===== config.mk =====
export PLATFORM = sky130hd
export DESIGN_NAME = oscillator_select_and_trim
export DESIGN_NICKNAME = d
export VERILOG_FILES = /design/src/design/oscillator_select_and_trim.v
export VERILOG_INCLUDE_DIRS = /design/src /design/src/include
export SDC_FILE = /design/constraint.sdc
export NUM_CORES = 1
export LEC_CHECK = 0
export ABC_AREA = 1
export BUFFER_PORTS_ARGS = -buffer_cell sky130_fd_sc_hd__buf_2
export CORE_MARGIN = 2
export CORE_UTILIZATION = 56
export DETAILED_ROUTE_END_ITERATION = 7
export GPL_ROUTABILITY_DRIVEN = 0
export HOLD_SLACK_MARGIN = 0.06
export PLACE_DENSITY = 0.84
export SYNTH_ARGS = -nofsm -noshare
export SYNTH_HDL_FRONTEND = slang
export SYNTH_SLANG_ARGS = --single-unit

===== constraint.sdc =====
create_clock -name ref_clk -period 3.62 [get_ports ref_clk]
set_clock_uncertainty 0.1 [all_clocks]
set_input_delay 0.181 -clock ref_clk [delete_from_list [all_inputs] [get_ports ref_clk]]
set_output_delay 0.181 -clock ref_clk [all_outputs]
set_load 0.02 [all_outputs]

===== src/include/osc_ctrl_defines.vh =====
// Register offsets, field positions, source codes and timing counts for clock control
// Overview of operation
// RQ1: Fast RC postdivider code selects divide ratio
// RQ2: Dream mode enable follows control bit 23
// RQ3: Two-speed wake runs fast RC until ready
// RQ4: Active source field reports running clock source
// RQ5: Requested source field loads from fuses
// RQ6: Lock bit freezes clock source selections
// RQ7: Wait enters sleep or idle per bit
// RQ8: Clock fail flag set by monitor
// RQ9: USB clock from fast RC or primary
// RQ10: Secondary oscillator enable follows bit 1
// RQ11: Switch request bit clears when complete
// RQ12: Switch request resets to two-speed fuse
// RQ13: Writes need a preceding unlock sequence; the code requires it only for control and trim writes, not IRQ mask writes
// RQ14: Six-bit signed trim of fast RC
// RQ15: Unimplemented bits read as zero
// RQ16: Clock loss forces fast RC, raises NMI
// RQ17: Sleep halts clock and fail monitor
// RQ18: Locked selection ignores source and switch writes
// RQ19: Completed switch copies requested into active
`ifndef OSC_CTRL_DEFINES_VH
`define OSC_CTRL_DEFINES_VH
`define OFS_OSC_CONTROL 12'h000
`define OFS_RC_TRIM 12'h010
`define OFS_UNLOCK 12'h020
`define OFS_IRQ_STATUS 12'h030
`define OFS_IRQ_MASK 12'h034
`define UNLOCK_KEY1 32'hAA996655
`define UNLOCK_KEY2 32'h556699AA
`define POSTDIV_HI 26
`define POSTDIV_LO 24
`define BIT_DREAM 23
`define BIT_TWO_SPEED 21
`define ACTIVE_HI 14
`define ACTIVE_LO 12
`define REQ_HI 10
`define REQ_LO 8
`define BIT_LOCK 7
`define BIT_SLEEP_EN 4
`define BIT_CLK_FAIL 3
`define BIT_USB_RC 2
`define BIT_SOSC_EN 1
`define BIT_SWITCH 0
`define TRIM_W 6
`define SRC_FRC 3'h0
`define SRC_SYSTEM_PLL 3'h1
`define SRC_POSC 3'h2
`define SRC_SOSC 3'h4
`define SRC_LOW_POWER_RC_OSC 3'h5
`define SWITCH_TIME_NS 64
`define SWITCH_CYCLES ((`SWITCH_TIME_NS + 7) / 8)
`endif


===== src/design/oscillator_select_and_trim.v =====
// Oscillator select, postdivider, trim and fail handling with APB registers
`timescale 1ns/1ps
`include "osc_ctrl_defines.vh"
module oscillator_select_and_trim #(
   parameter SWITCH_CYCLES = `SWITCH_CYCLES
) (
   // Clock and reset
   input wire ref_clk,
   input wire rst,
   // APB slave
   input wire psel,
   input wire penable,
   input wire pwrite,
   input wire [11:0] paddr,
   input wire [31:0] pwdata,
   output wire pready,
   output reg [31:0] prdata,
   output wire pslverr,
   // Configuration fuses
   input wire [2:0] initial_source_fuse,
   input wire two_speed_startup_fuse,
   // Oscillator status pins
   input wire clock_loss_in,
   input wire source_ready_in,
   input wire wait_exec,
   input wire wake_event,
   // Clock controls
   output reg [2:0] fast_rc_postdivider,
   output reg dream_mode_enable,
   output reg [2:0] clock_mux_select,
   output reg [2:0] switch_target,
   output reg usb_rc_clock_enable,
   output reg secondary_osc_enable,
   output reg [5:0] rc_trim_field,
   output reg sleep_mode,
   output reg idle_mode,
   output reg nmi_out,
   output wire irq
);
   // Control register state
   reg sleep_two_speed_wake_r;
   reg [2:0] active_source_select_r;
   reg [2:0] requested_source_select_r;
   reg selection_lock_r;
   reg sleep_on_wait_enable_r;
   reg clock_fail_flag_r;
   reg switch_request_r;
   reg [1:0] unlock_state_r;
   reg [1:0] irq_status_r;
   reg [1:0] irq_mask_r;
   reg [15:0] switch_count_r;
   reg fuse_load_r;
   reg waking_r;
   reg loss_meta_r, loss_sync_r;
   reg ready_meta_r, ready_sync_r;
   wire wr_en;
   wire rd_en;
   wire unlocked;
   wire fail_detect;
   wire switch_done;
   reg [31:0] ctrl_view;
   assign pready = 1'b1;
   assign pslverr = 1'b0;
   assign wr_en = psel & penable & pwrite;
   assign rd_en = psel & penable & ~pwrite;
   assign unlocked = (unlock_state_r == 2'h2);
   assign irq = |(irq_status_r & irq_mask_r);
   // Pin synchronisers
   always @(posedge ref_clk) begin
      if (rst) begin
         loss_meta_r <= 1'b0;
         loss_sync_r <= 1'b0;
         ready_meta_r <= 1'b0;
         ready_sync_r <= 1'b0;
      end else begin
         loss_meta_r <= clock_loss_in;
         loss_sync_r <= loss_meta_r;
         ready_meta_r <= source_ready_in;
         ready_sync_r <= ready_meta_r;
      end
   end
   // Monitor halted in sleep
   assign fail_detect = loss_sync_r & ~sleep_mode & ~clock_fail_flag_r; // RQ17
   assign switch_done = switch_request_r && (switch_count_r == SWITCH_CYCLES[15:0]);
   // Control register read view
   always @* begin
      ctrl_view = 32'h00000000; // RQ15
      ctrl_view[`POSTDIV_HI:`POSTDIV_LO] = fast_rc_postdivider;
      ctrl_view[`BIT_DREAM] = dream_mode_enable;
      ctrl_view[`BIT_TWO_SPEED] = sleep_two_speed_wake_r;
      ctrl_view[`ACTIVE_HI:`ACTIVE_LO] = active_source_select_r; // RQ4
      ctrl_view[`REQ_HI:`REQ_LO] = requested_source_select_r;
      ctrl_view[`BIT_LOCK] = selection_lock_r;
      ctrl_view[`BIT_SLEEP_EN] = sleep_on_wait_enable_r;
      ctrl_view[`BIT_CLK_FAIL] = clock_fail_flag_r;
      ctrl_view[`BIT_USB_RC] = usb_rc_clock_enable;
      ctrl_view[`BIT_SOSC_EN] = secondary_osc_enable;
      ctrl_view[`BIT_SWITCH] = switch_request_r; // RQ11
   end
   // Read data mux
   always @(posedge ref_clk) begin
      if (rst) begin
         prdata <= 32'h00000000;
      end else if (psel & ~penable & ~pwrite) begin
         case (paddr)
            `OFS_OSC_CONTROL: prdata <= ctrl_view;
            `OFS_RC_TRIM: prdata <= {26'h0, rc_trim_field}; // RQ15
            `OFS_IRQ_STATUS: prdata <= {30'h0, irq_status_r};
            `OFS_IRQ_MASK: prdata <= {30'h0, irq_mask_r};
            default: prdata <= 32'h00000000;
         endcase
      end
   end
   // Unlock sequence tracker
   always @(posedge ref_clk) begin
      if (rst) begin
         unlock_state_r <= 2'h0;
      end else if (wr_en && paddr == `OFS_UNLOCK) begin
         if (pwdata == `UNLOCK_KEY1) begin
            unlock_state_r <= 2'h1;
         end else if (pwdata == `UNLOCK_KEY2 && unlock_state_r == 2'h1) begin
            unlock_state_r <= 2'h2; // RQ13
         end else begin
            unlock_state_r <= 2'h0;
         end
      end
   end
   // Oscillator control and trim registers
   always @(posedge ref_clk) begin
      if (rst) begin
         fast_rc_postdivider <= 3'h0; // RQ1
         dream_mode_enable <= 1'b0; // RQ2
         sleep_two_speed_wake_r <= 1'b0;
         active_source_select_r <= `SRC_FRC;
         requested_source_select_r <= 3'h0;
         selection_lock_r <= 1'b0;
         sleep_on_wait_enable_r <= 1'b0;
         clock_fail_flag_r <= 1'b0;
         usb_rc_clock_enable <= 1'b0;
         secondary_osc_enable <= 1'b0; // RQ10
         switch_request_r <= 1'b0;
         rc_trim_field <= 6'h00;
         switch_count_r <= 16'h0000;
         fuse_load_r <= 1'b1;
      end else begin
         fuse_load_r <= 1'b0;
         if (fuse_load_r) begin
            requested_source_select_r <= initial_source_fuse; // RQ5
            switch_request_r <= two_speed_startup_fuse; // RQ12
         end
         if (wr_en && unlocked && paddr == `OFS_OSC_CONTROL) begin // RQ13
            fast_rc_postdivider <= pwdata[`POSTDIV_HI:`POSTDIV_LO];
            dream_mode_enable <= pwdata[`BIT_DREAM];
            sleep_two_speed_wake_r <= pwdata[`BIT_TWO_SPEED];
            sleep_on_wait_enable_r <= pwdata[`BIT_SLEEP_EN];
            usb_rc_clock_enable <= pwdata[`BIT_USB_RC]; // RQ9
            secondary_osc_enable <= pwdata[`BIT_SOSC_EN];
            selection_lock_r <= pwdata[`BIT_LOCK] | selection_lock_r;
            if (!fail_detect) begin
               clock_fail_flag_r <= pwdata[`BIT_CLK_FAIL];
            end
            if (!selection_lock_r) begin // RQ6 RQ18
               requested_source_select_r <= pwdata[`REQ_HI:`REQ_LO];
               if (pwdata[`BIT_SWITCH]) begin
                  switch_request_r <= 1'b1;
               end
            end
         end
         if (wr_en && unlocked && paddr == `OFS_RC_TRIM) begin
            rc_trim_field <= pwdata[5:0]; // RQ14
         end
         if (fail_detect) begin
            clock_fail_flag_r <= 1'b1; // RQ8
            active_source_select_r <= `SRC_FRC; // RQ16
         end else if (switch_done) begin
            switch_request_r <= 1'b0; // RQ11
            active_source_select_r <= requested_source_select_r; // RQ19
            switch_count_r <= 16'h0000;
         end else if (switch_request_r && ready_sync_r) begin
            switch_count_r <= switch_count_r + 16'h0001;
         end
      end
   end
   // Sleep, idle and two-speed wake
   always @(posedge ref_clk) begin
      if (rst) begin
         sleep_mode <= 1'b0;
         idle_mode <= 1'b0;
         waking_r <= 1'b0;
      end else begin
         if (wait_exec && !sleep_mode && !idle_mode) begin
            sleep_mode <= sleep_on_wait_enable_r; // RQ7
            idle_mode <= ~sleep_on_wait_enable_r;
         end else if (wake_event) begin
            if (sleep_mode && sleep_two_speed_wake_r) begin
               waking_r <= 1'b1;
            end
            sleep_mode <= 1'b0;
            idle_mode <= 1'b0;
         end else if (ready_sync_r) begin
            waking_r <= 1'b0;
         end
      end
   end
   // Clock mux choice, NMI and switch target
   always @(posedge ref_clk) begin
      if (rst) begin
         clock_mux_select <= `SRC_FRC;
         switch_target <= 3'h0;
         nmi_out <= 1'b0;
      end else begin
         nmi_out <= fail_detect; // RQ16
         switch_target <= requested_source_select_r;
         if (waking_r && !ready_sync_r) begin
            clock_mux_select <= `SRC_FRC; // RQ3
         end else begin
            clock_mux_select <= active_source_select_r;
         end
      end
   end
   // Sticky interrupt status, cleared by reading
   always @(posedge ref_clk) begin
      if (rst) begin
         irq_status_r <= 2'h0;
         irq_mask_r <= 2'h0;
      end else begin
         if (wr_en && paddr == `OFS_IRQ_MASK) begin
            irq_mask_r <= pwdata[1:0];
         end
         irq_status_r <= (rd_en && paddr == `OFS_IRQ_STATUS ? 2'h0 : irq_status_r)
                         | {switch_done, fail_detect};
      end
   end
endmodule


Word level (Yosys, flattened, before mapping)
Cells that the tools add are included.

word-level totals
  logic and storage cells = 106
  bits in registers = 92
  input bits = 57
  output and inout bits = 56

cells by class
  bitwise logic cells = 17
  eq/ne operators = 10
  mux-type cells = 24
  reduce and logical (&&, ||, !) cells = 26
  add/subtract/negate cells = 1

operators with widths
  cell                                                    number
  case mux 27 bit (4 select lines)                        1
  equality test 12 x 6 -> 1 bit (second input constant)   3
  equality test 32 x 31 -> 1 bit (second input constant)  1
  equality test 32 bit (second input constant)            1
  two-way mux 16 bit                                      2
  adder 16 x 1 -> 16 bit (second input constant)          1
  equality test 16 x 4 -> 1 bit (second input constant)   1
  two-way mux 1 bit                                       15
  logical AND 1 bit                                       13
  equality test 12 x 5 -> 1 bit (second input constant)   1
  logical NOT 12 bit                                      1
  two-way mux 3 bit                                       3
  nonzero test 2 bit                                      4
  AND 1 bit                                               7
  inverter 1 bit                                          7
  two-way mux 2 bit                                       3
  OR reduction 2 bit                                      3
  logical NOT 1 bit                                       3
  AND reduction 3 bit                                     1
  AND 2 bit                                               1
  equality test 2 x 1 -> 1 bit (second input constant)    1
  equality test 2 bit (second input constant)             1
  inequality test 2 x 1 -> 1 bit (second input constant)  1
  OR 2 bit                                                1
  other kinds (2)                                         2

Logic depth before layout (Yosys ltp)
  depth in word-level cells = 7
  depth in mapped cells = 11
  gate-level depth less buffers = 11

Worst setup path before layout
OpenSTA, ideal clock, no wires.

  kind = register to register
  from = register switch_count_r[0]
  to = register switch_count_r[13]
  library setup time = 0.132 ns
  required time = 3.388 ns
  stages on the path, launching flop included = 11
  arrival = 1.304 ns
  clock period less this slack = 1.536 ns
  setup slack = 2.084 ns
  path through = dfxtp_1 -> inv_1 -> ha_1 -> nand4_1 -> nor2_2 -> nand2_4 -> nand2_2 -> nand2_2 -> buf_6 -> nand2_1 -> a21oi_1

on the way
  cells in the longest elaborated chain, start to end = 4
  elaborated cells on any way between the ends = 7
  those cells by class = add/sub (1); eq/ne (1); mux (2); reduce/logical (3)

ends and longest elaborated chain
  item                                                            line                              source
  from (decl)                                                     oscillator_select_and_trim.v:51   reg [15:0] switch_count_r;
  from (signal assigned)                                          oscillator_select_and_trim.v:180  switch_count_r <= switch_count_r + 16'h0001;
  branches (longest 4 deep; another with adder 16 x 1 -> 16 bit)  n/a

Parallel ways; which one is timed is not known. The select of a mux whose other input is x is not followed.
A chain may end at the register's enable or synchronous reset.

==> impl_table.tex <==
\begin{tabular}{lr}
\hline
Metric & Value \\
\hline
\multicolumn{2}{l}{\textbf{Detailed routing}} \\
Number of iterations in the first detailed-routing pass & 5 \\
DRC & 0 \\
DR WL/cell & $\sim$13 um \\
Total number of vias & 3,995 \\
Routed wire length & 10,100 um \\
Initial DRC count & $\sim$280 \\
Number of vias per cell after detailed routing & 5.23 \\
Detail Route Antenna Nets & 0 \\
\multicolumn{2}{l}{\textbf{Pwr}} \\
Worst voltage drop across the vdd grid & 0.336 mV \\
Lkg Pwr & 2.27 nW \\
Pwr per Cell Area & 363 nW/um\^{}2 \\
Power, Total & 1.71 mW \\
\multicolumn{2}{l}{\textbf{Timing}} \\
Setup-violating endpoint count in the final report & 0 \\
Pin slew with the least headroom to its limit & 1100 ps \\
Final period demand of the worst path & 2050 ps \\
Number of failing hold endpoints at the final stage & 0 \\
Fraction of the cycle the final worst path needs & 0.566 \\
Max Fclk & just under 0.5 GHz \\
Setup repair after global routing missed its margin & false \\
Setup TNS Final & 0 ps \\
Worst max-slew margin expressed relative to the limit & 0.265 \\
Final Max Slew Viols & 0 \\
\multicolumn{2}{l}{\textbf{Final layout}} \\
Most frequent standard cell in the layout excluding fill and tap cells & sky130\_fd\_sc\_hd\_\_nand2\_1 \\
Area growth from synthesis to layout & 20.3\% \\
Count of inserted antenna diode cells & 0 \\
Count of nets after finishing & 722 \\
Fraction of final layout cells sized beyond drive strength 1 & 0.216 \\
Area of all placed cells without fillers & approximately 4700 um\^{}2 \\
Final cell utilization of the core & 0.694 \\
Leading cell types in the layout, fill and taps excluded & sky130\_fd\_sc\_hd\_\_nand2\_1 (102), sky130\_fd\_sc\_hd\_\_buf\_2 (96), sky130\_fd\_sc\_hd\_\_dfxtp\_1 (78) \\
\multicolumn{2}{l}{\textbf{Placed design}} \\
Input/output buffers & 96 \\
Detailed Place HPWL & 7310 um \\
Area after DPL & between 4000 and 5000 um\^{}2 \\
\multicolumn{2}{l}{\textbf{Clock tree}} \\
Sink count of the clock tree & 78 \\
TritonCTS clock tree & yes \\
Largest buffer count on any clock path & 2 \\
Number of clock buffers inserted by TritonCTS & 9 \\
Clock input transition at the sequential cells of the worst setup and hold paths & 80 ps \\
\# Post-CTS Setup Buffers & 0 \\
CTS Root Cell & sky130\_fd\_sc\_hd\_\_clkbuf\_8 \\
Number of levels in the clock H-tree & 3 \\
Post-cts sizing count & 0 \\
Worst skew pair latency & approximately 350 ps \\
\multicolumn{2}{l}{\textbf{Logic synthesis}} \\
Cell types occupying the most area after synthesis & sky130\_fd\_sc\_hd\_\_dfxtp\_1 (40\%), sky130\_fd\_sc\_hd\_\_nand2\_1 (9.8\%), sky130\_fd\_sc\_hd\_\_a21oi\_1 (7.3\%) \\
Cells after synthesis & 558 \\
Count of different cell masters after synthesis & 37 \\
Fraction of synthesized cell area taken by the top area cell type & 0.398 \\
Synth area leader & sky130\_fd\_sc\_hd\_\_dfxtp\_1 \\
Mapped Area & $\sim$3900 um\^{}2 \\
Number of warnings reported in the yosys synthesis log & 0 \\
Synthesis-stage register bit count & 78 \\
Avg Inst Size Synth & 7.03 um\^{}2 \\
Share of synthesized area occupied by flip-flops and latches & 0.398 \\
\multicolumn{2}{l}{\textbf{Setup path}} \\
Type of the worst setup path & input pin to flip-flop \\
Worst Setup End Kind & flip-flop \\
Startpoint type of the worst setup path & input pin \\
Max Fanout on Critical Path & between 40 and 50 \\
Arrival time at the worst endpoint & 2190 ps \\
CP required & 3760 ps \\
\multicolumn{2}{l}{\textbf{Job}} \\
Max-cap check violation count & 0 \\
\multicolumn{2}{l}{\textbf{Global routing}} \\
GR Util All Layers & 0.278 \\
Gr ovfl total & 0 \\
Pin count of the biggest net entering global routing & 45 \\
Number of global-route vias before repair & 3,891 \\
Wire length of the first global-routing pass & between 15,000 and 20,000 um \\
Antenna violations before repair & 0 \\
\multicolumn{2}{l}{\textbf{Floorplanning}} \\
Die ar. & 7690 um\^{}2 \\
Top Ports & 113 \\
Die height & 87.7 um \\
Initial Utilization & 0.577 \\
Chip width & 87.7 um \\
Core footprint & 6790 um\^{}2 \\
Rows & 30 \\
\multicolumn{2}{l}{\textbf{Run status}} \\
Run status & finished, final reports clean \\
\multicolumn{2}{l}{\textbf{Hold path}} \\
Class of the worst hold path & input pin to flip-flop \\
\hline
\end{tabular}
layout make-up:
class / instances / area [um^2]
clock buffers: 9 / 124
clock inverters: 7 / 80.1
fillers: 536 / 2080
inverters: 75 / 284
multi-input cells: 389 / 1930
flip-flops and latches: 78 / 1560
well taps: 96 / 120
repair buffers: 110 / 621
sequential cells by signal, summed over array words and instances, names as in the netlist, 2 cells and up:
name                       cells
switch_count_r                16
irq_status_r                   2
active_source_select_r         3
clock_mux_select               3
fast_rc_postdivider            3
prdata                        18
irq_mask_r                     2
unlock_state_r                 2
rc_trim_field                  6
requested_source_select_r      3
switch_target                  3
worst max-delay path: stages:
cell and delay, ps:
sky130_fd_sc_hd__buf_2 470, sky130_fd_sc_hd__inv_1 670, sky130_fd_sc_hd__nand2_1 240, sky130_fd_sc_hd__a21oi_1 50
sky130_fd_sc_hd__dlygate4sd3_1 560
cell families (layout without fill, tap and decap cells):
group	Yosys count	count (layout)	share of synthesized area
muxes	1	1	0.00255
xor gates and xnor gates	4	4	0.00894
adders and majority gates	2	2	0.00638
AOI/OAI and AO/OA	112	112	0.146
and+or+nand+nor	254	254	0.312
buffers and inverters	105	201	0.124
other	2	16	0.00192
DFF	78	78	0.398
path summary, 6_finish.rpt:
check | slack, ps | start | endpoint | depth (start not counted)
setup reg to reg | 1620 | switch_count_r[0]$_SDFFE_PP0P_ | switch_request_r$_SDFF_PP0_ | 8
hold reg to reg | 310 | ready_meta_r$_SDFF_PP0_ | ready_sync_r$_SDFF_PP0_ | 2
hold / removal | 60 | pwdata[5] | rc_trim_field[5]$_SDFFE_PP0P_ | 3
setup / recovery | 1570 | rst | switch_request_r$_SDFF_PP0_ | 5
where the power goes:
| group | total, mW | internal (mW) | switching (mW) |
|---|---|---|---|
| Combinational | 0.159 | 0.0580 | 0.101 |
| Sequential | 0.883 | 0.873 | 0.0104 |
| Clock | 0.669 | 0.327 | 0.342 |
| Total | 1.71 | 1.26 | 0.454 |
metal layers:
layer / up-vias / global-route usage / share of wire
met2: 161 / 0.478 / 0.49
met5: - / 0 / 0
met3: 28 / 0.0537 / 0.066
met4: 0 / 0.0937 / 0.017
li1: 1985 / - / -
met1: 1821 / 0.350 / 0.43
through the flow:
stage	hold slack (ps)	setup WS, ps	instances
floorplan	109	2080	572
global placement	282	1680	734
detailed placement	294	1620	734
CTS	62.5	1600	764
global route	89.3	1400	764
finish	58.3	1570	764
cells in the mapped netlist, drive strengths merged:
library cell and count:
nand2 111, dfxtp 78, inv 74, nor2 73
a21oi 57, o21ai 51, nand3 41, buf 20
nand4 14, nor3 11, clkbuf 10, xor2 4
conb 2, ha 2, nand3b 2, a22o 1
a31o 1, a31oi 1, and2 1, clkinv 1
mux2i 1, o211ai 1, or2 1
timing repair:
item	in CTS	in global routing
setup endpoints to repair	0	0
hold buffers	14	0
endpoints found under the hold margin	15	0
Power figures use the tool's default switching activity.
